$ cat src/hw/refbuf_pkg.sv
package refbuf_pkg;

  localparam int          SLOTS      = 8;
  localparam int          SUBPICS    = 8;
  localparam int          IDX_W      = 4;
  localparam int          SLOT_W     = 3;

  // Register byte offsets.
  localparam logic [7:0]  PIC_OFS    = 8'h00;
  localparam logic [7:0]  CMD_OFS    = 8'h04;
  localparam logic [7:0]  CAP_OFS    = 8'h08;
  localparam logic [7:0]  STAT_OFS   = 8'h0C;
  localparam logic [7:0]  IRQS_OFS   = 8'h10;
  localparam logic [7:0]  IRQC_OFS   = 8'h14;
  localparam logic [7:0]  IRQE_OFS   = 8'h18;
  localparam logic [7:0]  SEL_OFS    = 8'h1C;
  localparam logic [7:0]  INFO_OFS   = 8'h20;

  // Picture word fields.
  localparam int          PIC_BIDIR  = 0;
  localparam int          PIC_ADAPT  = 1;
  localparam int          PIC_NEED   = 8;

  // Command word fields.
  localparam int          CMD_OP     = 0;
  localparam int          CMD_DEF    = 8;
  localparam int          CMD_LT     = 16;
  localparam int          CMD_MASK   = 24;

  // Interrupt bit positions.
  localparam int          EV_DONE    = 0;
  localparam int          EV_ERR     = 1;
  localparam int          EV_REFUSE  = 2;

  localparam logic [7:0]  CAP_RESET  = 8'h40;
  localparam logic [1:0]  RESP_OKAY  = 2'h0;
  localparam logic [1:0]  RESP_DEC   = 2'h3;

  typedef enum logic [2:0] {
    CMD_END    = 3'h0,
    CMD_RESET  = 3'h1,
    CMD_MAXLT  = 3'h2,
    CMD_UNUSE  = 3'h3,
    CMD_SUBPIC = 3'h4,
    CMD_ASSIGN = 3'h5
  } cmd_type;

  typedef enum logic [2:0] {
    S_IDLE   = 3'h0,
    S_EVICT  = 3'h1,
    S_INSERT = 3'h2,
    S_OPEN   = 3'h3,
    S_CHECK  = 3'h4
  } fsm_type;

  typedef struct packed {
    logic               used;
    logic               lterm;
    logic [IDX_W-1:0]   lt_idx;
    logic [IDX_W-1:0]   def_idx;
    logic [SUBPICS-1:0] sub_mask;
  } slot_type;

endpackage : refbuf_pkg

$ cat src/hw/refbuf_mgr.sv
`timescale 1ns/1ps
module refbuf_mgr (
  // Clock and reset.
  input  wire logic        aclk,
  input  wire logic        aresetn,
  // AXI4-Lite write channels.
  input  wire logic [7:0]  s_axi_awaddr,
  input  wire logic        s_axi_awvalid,
  output logic             s_axi_awready,
  input  wire logic [31:0] s_axi_wdata,
  input  wire logic [3:0]  s_axi_wstrb,
  input  wire logic        s_axi_wvalid,
  output logic             s_axi_wready,
  output logic [1:0]       s_axi_bresp,
  output logic             s_axi_bvalid,
  input  wire logic        s_axi_bready,
  // AXI4-Lite read channels.
  input  wire logic [7:0]  s_axi_araddr,
  input  wire logic        s_axi_arvalid,
  output logic             s_axi_arready,
  output logic [31:0]      s_axi_rdata,
  output logic [1:0]       s_axi_rresp,
  output logic             s_axi_rvalid,
  input  wire logic        s_axi_rready,
  // Interrupt.
  output logic             irq
);

  localparam int S = refbuf_pkg::SLOTS;

  typedef struct packed {
    refbuf_pkg::fsm_type                   st;
    refbuf_pkg::slot_type [S-1:0]          slot;
    logic [7:0]                            cap;
    logic [refbuf_pkg::SLOT_W-1:0]         sel;
    logic                                  adaptive;
    logic [refbuf_pkg::IDX_W-1:0]          need;
    logic [refbuf_pkg::IDX_W-1:0]          evicted;
    logic [refbuf_pkg::SLOT_W-1:0]         cur;
    logic [2:0]                            irq_stat;
    logic [2:0]                            irq_en;
    logic                                  irq;
    logic                                  aw_got;
    logic                                  w_got;
    logic [7:0]                            awaddr;
    logic [31:0]                           wdata;
    logic                                  awready;
    logic                                  wready;
    logic                                  bvalid;
    logic [1:0]                            bresp;
    logic                                  arready;
    logic                                  rvalid;
    logic [1:0]                            rresp;
    logic [31:0]                           rdata;
  } state_type;

  state_type                     s_reg;
  state_type                     s_next;
  logic [7:0]                    occ;
  logic                          have_free;
  logic [refbuf_pkg::SLOT_W-1:0] free_i;
  logic                          has_st;
  logic [refbuf_pkg::SLOT_W-1:0] old_i;
  logic                          wr_go;
  logic                          pic_go;
  logic                          cmd_go;
  logic [31:0]                   wd;
  logic                          tgt_ok;
  logic [refbuf_pkg::SLOT_W-1:0] tgt_i;
  logic [2:0]                    ev;
  logic [2:0]                    clr;
  logic [refbuf_pkg::IDX_W-1:0]  hi;
  logic                          any_dec;
  logic [7:0]                    wa;

  ////////////////////////////////////////////////////////////////////////////

  // Every retained area is charged a whole sub-picture, so edge areas count
  // in full and memory never fragments.
  function automatic logic [7:0] occupancy(input refbuf_pkg::slot_type [S-1:0] sl);
    logic [7:0] sum;
    sum = 8'h00;
    for (int i = 0; i < S; i++) begin
      for (int b = 0; b < refbuf_pkg::SUBPICS; b++) begin
        sum = sum + 8'(sl[i].used & sl[i].sub_mask[b]);
      end
    end
    return sum;
  endfunction : occupancy

  ////////////////////////////////////////////////////////////////////////////

  always_comb begin
    s_next  = s_reg;
    ev      = 3'h0;
    clr     = 3'h0;
    hi      = '0;
    any_dec = 1'b0;
    occ     = occupancy(s_reg.slot);
    have_free = 1'b0;
    free_i    = '0;
    has_st    = 1'b0;
    old_i     = '0;
    for (int i = S - 1; i >= 0; i--) begin
      if (!s_reg.slot[i].used) begin
        have_free = 1'b1;
        free_i    = refbuf_pkg::SLOT_W'(i);
      end
    end
    for (int i = 0; i < S; i++) begin
      if (s_reg.slot[i].used && !s_reg.slot[i].lterm &&
          (!has_st || s_reg.slot[i].def_idx > s_reg.slot[old_i].def_idx)) begin
        has_st = 1'b1;
        old_i  = refbuf_pkg::SLOT_W'(i);
      end
    end

    // Bus write side: address and data are taken in either order.
    if (s_axi_awvalid && s_reg.awready) begin
      s_next.aw_got = 1'b1;
      s_next.awaddr = s_axi_awaddr;
    end
    if (s_axi_wvalid && s_reg.wready) begin
      s_next.w_got = 1'b1;
      s_next.wdata = s_axi_wdata & {{8{s_axi_wstrb[3]}}, {8{s_axi_wstrb[2]}},
                                    {8{s_axi_wstrb[1]}}, {8{s_axi_wstrb[0]}}};
    end
    if (s_reg.bvalid && s_axi_bready) begin
      s_next.bvalid = 1'b0;
    end
    wr_go = s_next.aw_got && s_next.w_got && !s_reg.bvalid;
    wd    = s_next.wdata;
    wa    = s_next.awaddr;
    if (wr_go) begin
      s_next.aw_got = 1'b0;
      s_next.w_got  = 1'b0;
      s_next.bvalid = 1'b1;
      s_next.bresp  = (wa > refbuf_pkg::INFO_OFS || wa[1:0] != 2'h0) ?
                      refbuf_pkg::RESP_DEC : refbuf_pkg::RESP_OKAY;
      case (wa)
        refbuf_pkg::CAP_OFS: begin
          s_next.cap = wd[7:0];
        end
        refbuf_pkg::IRQC_OFS: begin
          clr = wd[2:0];
        end
        refbuf_pkg::IRQE_OFS: begin
          s_next.irq_en = wd[2:0];
        end
        refbuf_pkg::SEL_OFS: begin
          s_next.sel = wd[refbuf_pkg::SLOT_W-1:0];
        end
        default: begin
        end
      endcase
    end

    // A picture is only taken when the previous one is fully retired.
    pic_go = wr_go && wa == refbuf_pkg::PIC_OFS && s_reg.st == refbuf_pkg::S_IDLE;
    cmd_go = wr_go && wa == refbuf_pkg::CMD_OFS && s_reg.st == refbuf_pkg::S_OPEN;
    if (wr_go && !pic_go && !cmd_go &&
        (wa == refbuf_pkg::PIC_OFS || wa == refbuf_pkg::CMD_OFS)) begin
      ev[refbuf_pkg::EV_REFUSE] = 1'b1;
    end

    tgt_ok = 1'b0;
    tgt_i  = '0;
    for (int i = 0; i < S; i++) begin
      if (s_reg.slot[i].used &&
          s_reg.slot[i].def_idx == wd[refbuf_pkg::CMD_DEF +: refbuf_pkg::IDX_W]) begin
        tgt_ok = 1'b1;
        tgt_i  = refbuf_pkg::SLOT_W'(i);
      end
    end

    case (s_reg.st)
      refbuf_pkg::S_IDLE: begin
        if (pic_go) begin
          s_next.need     = wd[refbuf_pkg::PIC_NEED +: refbuf_pkg::IDX_W];
          s_next.adaptive = wd[refbuf_pkg::PIC_ADAPT];
          s_next.evicted  = '0;
          if (wd[refbuf_pkg::PIC_BIDIR]) begin
            ev[refbuf_pkg::EV_DONE] = 1'b1;
          end else if (wd[refbuf_pkg::PIC_ADAPT]) begin
            s_next.st = refbuf_pkg::S_INSERT;
          end else begin
            s_next.st = refbuf_pkg::S_EVICT;
          end
        end
      end
      refbuf_pkg::S_EVICT: begin
        // One eviction per cycle keeps the search logic to a single pass.
        if (have_free && s_reg.cap >= occ &&
            8'(s_reg.cap - occ) >= 8'(s_reg.need)) begin
          s_next.st = refbuf_pkg::S_INSERT;
        end else if (has_st) begin
          s_next.slot[old_i].used = 1'b0;
          s_next.evicted = s_reg.evicted + 1'b1;
        end else begin
          ev[refbuf_pkg::EV_ERR] = 1'b1;
          s_next.st = refbuf_pkg::S_INSERT;
        end
      end
      refbuf_pkg::S_INSERT: begin
        if (!have_free) begin
          ev[refbuf_pkg::EV_ERR]  = 1'b1;
          ev[refbuf_pkg::EV_DONE] = 1'b1;
          s_next.st = refbuf_pkg::S_IDLE;
        end else begin
          for (int i = 0; i < S; i++) begin
            if (s_reg.slot[i].used) begin
              if (s_reg.adaptive || !s_reg.slot[i].lterm) begin
                s_next.slot[i].def_idx = s_reg.slot[i].def_idx + 1'b1;
              end else begin
                s_next.slot[i].def_idx = s_reg.slot[i].def_idx + 1'b1 - s_reg.evicted;
              end
            end
          end
          s_next.slot[free_i].used     = 1'b1;
          s_next.slot[free_i].lterm    = 1'b0;
          s_next.slot[free_i].lt_idx   = '0;
          s_next.slot[free_i].def_idx  = '0;
          s_next.slot[free_i].sub_mask = 8'hFF >> (4'd8 - s_reg.need);
          s_next.cur = free_i;
          s_next.st  = s_reg.adaptive ? refbuf_pkg::S_OPEN : refbuf_pkg::S_CHECK;
        end
      end
      refbuf_pkg::S_OPEN: begin
        // Commands run one per bus write, in arrival order.
        if (cmd_go) begin
          case (refbuf_pkg::cmd_type'(wd[refbuf_pkg::CMD_OP +: 3]))
            refbuf_pkg::CMD_END: begin
              s_next.st = refbuf_pkg::S_CHECK;
            end
            refbuf_pkg::CMD_RESET: begin
              // Relies on the parser sending reset first, when current is index 0.
              for (int i = 0; i < S; i++) begin
                if (refbuf_pkg::SLOT_W'(i) != s_reg.cur) begin
                  s_next.slot[i].used = 1'b0;
                end
              end
            end
            refbuf_pkg::CMD_MAXLT: begin
              for (int i = 0; i < S; i++) begin
                if (s_reg.slot[i].lterm &&
                    s_reg.slot[i].lt_idx >= wd[refbuf_pkg::CMD_LT +: refbuf_pkg::IDX_W]) begin
                  s_next.slot[i].used = 1'b0;
                end
              end
            end
            refbuf_pkg::CMD_UNUSE: begin
              if (!tgt_ok) begin
                ev[refbuf_pkg::EV_REFUSE] = 1'b1;
              end else begin
                s_next.slot[tgt_i].used = 1'b0;
                for (int i = 0; i < S; i++) begin
                  if (s_reg.slot[i].used &&
                      s_reg.slot[i].def_idx > s_reg.slot[tgt_i].def_idx) begin
                    s_next.slot[i].def_idx = s_reg.slot[i].def_idx - 1'b1;
                  end
                end
              end
            end
            refbuf_pkg::CMD_SUBPIC: begin
              // Clearing every area is the parser's fault and is not trapped.
              if (!tgt_ok) begin
                ev[refbuf_pkg::EV_REFUSE] = 1'b1;
              end else begin
                s_next.slot[tgt_i].sub_mask = s_reg.slot[tgt_i].sub_mask &
                                              ~wd[refbuf_pkg::CMD_MASK +: 8];
              end
            end
            refbuf_pkg::CMD_ASSIGN: begin
              if (!tgt_ok || (s_reg.slot[tgt_i].lterm &&
                  s_reg.slot[tgt_i].lt_idx != wd[refbuf_pkg::CMD_LT +: refbuf_pkg::IDX_W])) begin
                ev[refbuf_pkg::EV_REFUSE] = 1'b1;
              end else if (!s_reg.slot[tgt_i].lterm) begin
                for (int i = 0; i < S; i++) begin
                  if (s_reg.slot[i].used && s_reg.slot[i].lterm &&
                      s_reg.slot[i].lt_idx == wd[refbuf_pkg::CMD_LT +: refbuf_pkg::IDX_W]) begin
                    s_next.slot[i].used = 1'b0;
                  end else if (s_reg.slot[i].used &&
                      ((!s_reg.slot[i].lterm &&
                        s_reg.slot[i].def_idx > s_reg.slot[tgt_i].def_idx) ||
                       (s_reg.slot[i].lterm && s_reg.slot[i].lt_idx <
                        wd[refbuf_pkg::CMD_LT +: refbuf_pkg::IDX_W]))) begin
                    s_next.slot[i].def_idx = s_reg.slot[i].def_idx - 1'b1;
                    if (!any_dec || s_next.slot[i].def_idx > hi) begin
                      hi = s_next.slot[i].def_idx;
                    end
                    any_dec = 1'b1;
                  end
                end
                s_next.slot[tgt_i].lterm   = 1'b1;
                s_next.slot[tgt_i].lt_idx  = wd[refbuf_pkg::CMD_LT +: refbuf_pkg::IDX_W];
                s_next.slot[tgt_i].def_idx = any_dec ? hi + 1'b1 : '0;
              end
            end
            default: begin
              ev[refbuf_pkg::EV_REFUSE] = 1'b1;
            end
          endcase
        end
      end
      refbuf_pkg::S_CHECK: begin
        if (occ > s_reg.cap) begin
          ev[refbuf_pkg::EV_ERR] = 1'b1;
        end
        ev[refbuf_pkg::EV_DONE] = 1'b1;
        s_next.st = refbuf_pkg::S_IDLE;
      end
      default: begin
        s_next.st = refbuf_pkg::S_IDLE;
      end
    endcase

    // A new event wins over a clear in the same cycle.
    s_next.irq_stat = (s_reg.irq_stat & ~clr) | ev;
    s_next.irq      = |(s_next.irq_stat & s_next.irq_en);

    // Bus read side: answered one cycle after the address is taken.
    if (s_reg.rvalid && s_axi_rready) begin
      s_next.rvalid = 1'b0;
    end
    if (s_axi_arvalid && s_reg.arready) begin
      s_next.rvalid = 1'b1;
      s_next.rresp  = refbuf_pkg::RESP_OKAY;
      case (s_axi_araddr)
        refbuf_pkg::CAP_OFS:  s_next.rdata = {24'h000000, s_reg.cap};
        refbuf_pkg::STAT_OFS: s_next.rdata = {13'h0000, s_reg.cur, 5'h00, s_reg.st, occ};
        refbuf_pkg::IRQS_OFS: s_next.rdata = {29'h00000000, s_reg.irq_stat};
        refbuf_pkg::IRQE_OFS: s_next.rdata = {29'h00000000, s_reg.irq_en};
        refbuf_pkg::SEL_OFS:  s_next.rdata = {29'h00000000, s_reg.sel};
        refbuf_pkg::INFO_OFS: s_next.rdata = {14'h0000, s_reg.slot[s_reg.sel]};
        refbuf_pkg::PIC_OFS,
        refbuf_pkg::CMD_OFS,
        refbuf_pkg::IRQC_OFS: s_next.rdata = 32'h00000000;
        default: begin
          s_next.rdata = 32'h00000000;
          s_next.rresp = refbuf_pkg::RESP_DEC;
        end
      endcase
    end
    s_next.arready = !s_next.rvalid;
    s_next.awready = !s_next.aw_got && !s_next.bvalid;
    s_next.wready  = !s_next.w_got && !s_next.bvalid;
  end

  ////////////////////////////////////////////////////////////////////////////

  always_ff @(posedge aclk) begin
    if (!aresetn) begin
      s_reg     <= '0;
      s_reg.st  <= refbuf_pkg::S_IDLE;
      s_reg.cap <= refbuf_pkg::CAP_RESET;
    end else begin
      s_reg <= s_next;
    end
  end

  assign s_axi_awready = s_reg.awready;
  assign s_axi_wready  = s_reg.wready;
  assign s_axi_bvalid  = s_reg.bvalid;
  assign s_axi_bresp   = s_reg.bresp;
  assign s_axi_arready = s_reg.arready;
  assign s_axi_rvalid  = s_reg.rvalid;
  assign s_axi_rresp   = s_reg.rresp;
  assign s_axi_rdata   = s_reg.rdata;
  assign irq           = s_reg.irq;
endmodule : refbuf_mgr

$ cat config.mk
export PLATFORM = sky130hd
export DESIGN_NAME = refbuf_mgr
export DESIGN_NICKNAME = d
export VERILOG_FILES = /design/src/hw/refbuf_pkg.sv /design/src/hw/refbuf_mgr.sv
export SDC_FILE = /design/constraint.sdc
export NUM_CORES = 2
export LEC_CHECK = 0
export BUFFER_PORTS_ARGS = -buffer_cell sky130_fd_sc_hd__buf_4
export CAP_MARGIN = 20
export CORE_MARGIN = 1
export CORE_UTILIZATION = 41
export CTS_CLUSTER_DIAMETER = 40
export DETAILED_ROUTE_END_ITERATION = 10
export SLEW_MARGIN = 0
export SYNTH_ARGS = -nofsm -noshare
export SYNTH_HDL_FRONTEND = slang
export SYNTH_SLANG_ARGS = --single-unit
export TNS_END_PERCENT = 30
$ cat constraint.sdc
create_clock -name aclk -period 38.7 [get_ports aclk]
set_clock_uncertainty 0.05 [all_clocks]
set_input_delay 5.805 -clock aclk [delete_from_list [all_inputs] [get_ports aclk]]
set_output_delay 5.805 -clock aclk [all_outputs]
set_load 0.05 [all_outputs]
==> impl_results.md <==
* Post-synthesis average cell area at roughly 7.7 sq um
* Endpoint kind of the worst setup timing path: register
* Count of nets after finishing at around 3,400
* Maximum number of pins on one net before global-route repair at 81
* Post-cts repair resize count at 0
* Design area at approximately 27,000 sq um
* Worst setup path class: in -> reg
* Worst slew margin relative to its limit at between 10% and 20%
* Hold_ws at 0.375 ns
* Number of setup violations in the final report at 0
* Clock-pin slew on the worst setup and hold paths at roughly 0.060 ns
* Area growth from synthesis to layout at 11.5%
* Clock Path Buffers at 3
* Total power per unit cell area at ~29 nW/um^2
* Post-CTS setup buffer count at 0
* Drt wl/cell at between 20 and 30 um
* Sequential area share after synthesis at a little under 20%
* Detailed placement HPWL at between 70,000 and 80,000 um
* Critical path's slowest cell: sky130_fd_sc_hd__nand2_1
* GRT Total Usage at about 35%
* Final ANT Viol Nets at 0
* First-pass GRT wire length at 160,000 um
* Cell types with the largest area share after synthesis: sky130_fd_sc_hd__dfxtp_1 20%, sky130_fd_sc_hd__ha_1 9.9%, sky130_fd_sc_hd__fa_1 5.2%
* Wire length after detailed routing at between 100,000 and 150,000 um
* Top-count cell post-synth: sky130_fd_sc_hd__nand2_1
* Clock tree from TritonCTS: built
* Detailed-route vias per instance at approximately 6.7
* Hold crit path type: reg -> reg
* Library cells used by synthesis at roughly 100
* Share of synthesized flip-flops with an asynchronous set or reset at 0%
* Most numerous cell types in the synthesized netlist: 324 x sky130_fd_sc_hd__nand2_1, 277 x sky130_fd_sc_hd__nor2_1, 251 x sky130_fd_sc_hd__a21oi_1, 237 x sky130_fd_sc_hd__dfxtp_1, 220 x sky130_fd_sc_hd__o21ai_0
* Number of maximum-capacitance constraint violations at 0
* Number of rows created at floorplan at 88
* Largest area contributor in the netlist: sky130_fd_sc_hd__dfxtp_1
* Post-synth EDFFs at 0
* Count of state elements after synthesis at around 240
* Antenna diode count at 0
* Startpoint of the most critical register-to-register path: s_axi_wready
* Number of DRC markers in iteration 0 at 3,771
* Vias in the first global route at about 25,000
* Placer's final routability congestion estimate at roughly 1.0
* Total placed instance area at approximately 25,000 sq um
* Die area at roughly 60,000 sq um
* Core region area at 58,100 sq um
* Run status: completed
* Max Transition Viols Final at 0
* Die Y at 245 um
* RSZ-0062 raised after global routing: false
* Core utilization of the finished layout at between 40 and 50%
* Launch point of the worst hold path: s_reg[82]
* Clock latency on the worst-skew pair at a little over 0.6 ns
* Yosys warnings at 0
* Final hold violations at 0
* Detailed-routing iteration count for the pre-antenna-repair pass at 8
* Shortest clock period the worst path allows after layout at about 26 ns
* Worst endpoint data arrival time at between 20 and 30 ns
* Critical path origin: s_axi_wvalid
* # IOs at between 100 and 150
* Share of Yosys cell area claimed by the top area cell type at roughly 20%
* Required time of the worst setup path at just under 40 ns
* Number of port buffers at 79
* Leakage at about 0.01 uW
* TNS Setup at 0 ns
* Post-CTS Hold Buffers at 0
* Cell at the root of the clock tree: sky130_fd_sc_hd__clkbuf_16
* H-Tree Level Count at 2
* Number of antenna violations at the first check in global routing at 4
* Total global routing overflow at 0
* Longest individual stage delay on the worst path at approximately 0.97 ns
* Synthesized instance count at between 3,000 and 4,000
* Most instantiated flip-flop cell in the synthesis netlist: sky130_fd_sc_hd__dfxtp_1
* Overall via count from detail_route at around 26,000
* Highest net fanout along the worst path at 29
* Initial core utilization at a little over two fifths
* Netlist area before placement at roughly 24,000 sq um
* Peak clock frequency supported by timing at roughly 0.038 GHz
* Ratio of cells with drive above 1 in the final layout at 11.0%
* Die X-Extent at about 250 um
* CTS sink cnt at 237
* TritonCTS Buffers at 50
* Share of the clock period used by the worst path at just under 70%
* Category of the worst setup path launch point: input port
* DRC Markers at 0
* Transition at the pin with the smallest max-transition slack at 1.25 ns
* Max VDD drop at roughly 0.00004 V
-- worst paths after layout --
kind / end / cells past startpoint / slack [ns]
hold reg to reg: s_axi_awready / 1 / 0.38
setup / recovery: register / 87 / 12.31
setup reg to reg: register / 86 / 17.20
hold / removal: s_axi_awready / 1 / 0.38
-- critical path, delay by kind of cell --
family          cells  cell delay (ns)
compound gates     49            11.09
xor+xnor            1             0.27
fa+ha+maj          10             2.88
buf+inv             5             0.88
simple gates       22             5.87
-- logic make-up (layout without fill, tap and decap cells) --
family / after synthesis / in the layout / share of synthesized area (%)
fa+ha+maj: 256 / 256 / 15.1
flops: 237 / 237 / 19.5
other cells: 1 / 13 / 0.0154
compound gates: 1031 / 1031 / 28.1
buf+inv: 386 / 385 / 6.81
simple gates: 1012 / 1012 / 19.7
xor+xnor: 114 / 114 / 4.11
mux: 111 / 111 / 6.61
-- final cells by class --
type                       count  area (sq um)
clock buffer                  61          1350
clock inverter                31           405
fill                        5775         31100
inverter                     147           554
multi-input combinational   2537         18000
sequential                   237          4750
tap                          765           957
timing repair buffer         146          1090
-- routing by layer --
layer,share of wire [%],track usage (%),routed length (um),vias to the layer above
met5,0.037,0,40,-
met4,5.7,18.7,6220,6
met3,13,10.8,14400,405
met2,41,51.3,44600,1863
met1,40,46.7,43500,12500
li1,-,-,-,11500
-- metrics by stage --
step / std cells / setup WS [ns] / power [uW]
after detailed placement: 3831 / 12.71 / 334
after floorplan: 3160 / 16.74 / 306
after CTS: 3923 / 13.32 / 784
final: 3924 / 12.31 / 785
after global placement: 3829 / 13.00 / 333
after global routing: 3924 / 11.51 / 802
-- report_power, final --
group	switching (uW)	total (uW)	internal, uW
logic	57.1	78.9	21.9
registers	5.37	253	248
clock network	165	453	287
total	228	785	557
-- cells in the final DEF (no fill, tap or decap), types with 51 or more instances in the layout --
cell type / instances
sky130_fd_sc_hd__ha_1: 193
sky130_fd_sc_hd__a21oi_1: 251
sky130_fd_sc_hd__nand2_1: 323
sky130_fd_sc_hd__xor2_1: 51
sky130_fd_sc_hd__buf_4: 145
sky130_fd_sc_hd__nor3_1: 65
sky130_fd_sc_hd__xnor2_1: 63
sky130_fd_sc_hd__inv_1: 144
sky130_fd_sc_hd__o21ai_0: 219
sky130_fd_sc_hd__nor2_1: 274
sky130_fd_sc_hd__fa_1: 63
sky130_fd_sc_hd__nand3_1: 73
sky130_fd_sc_hd__dfxtp_1: 235
No activity file was read; power rests on OpenSTA's default activity.
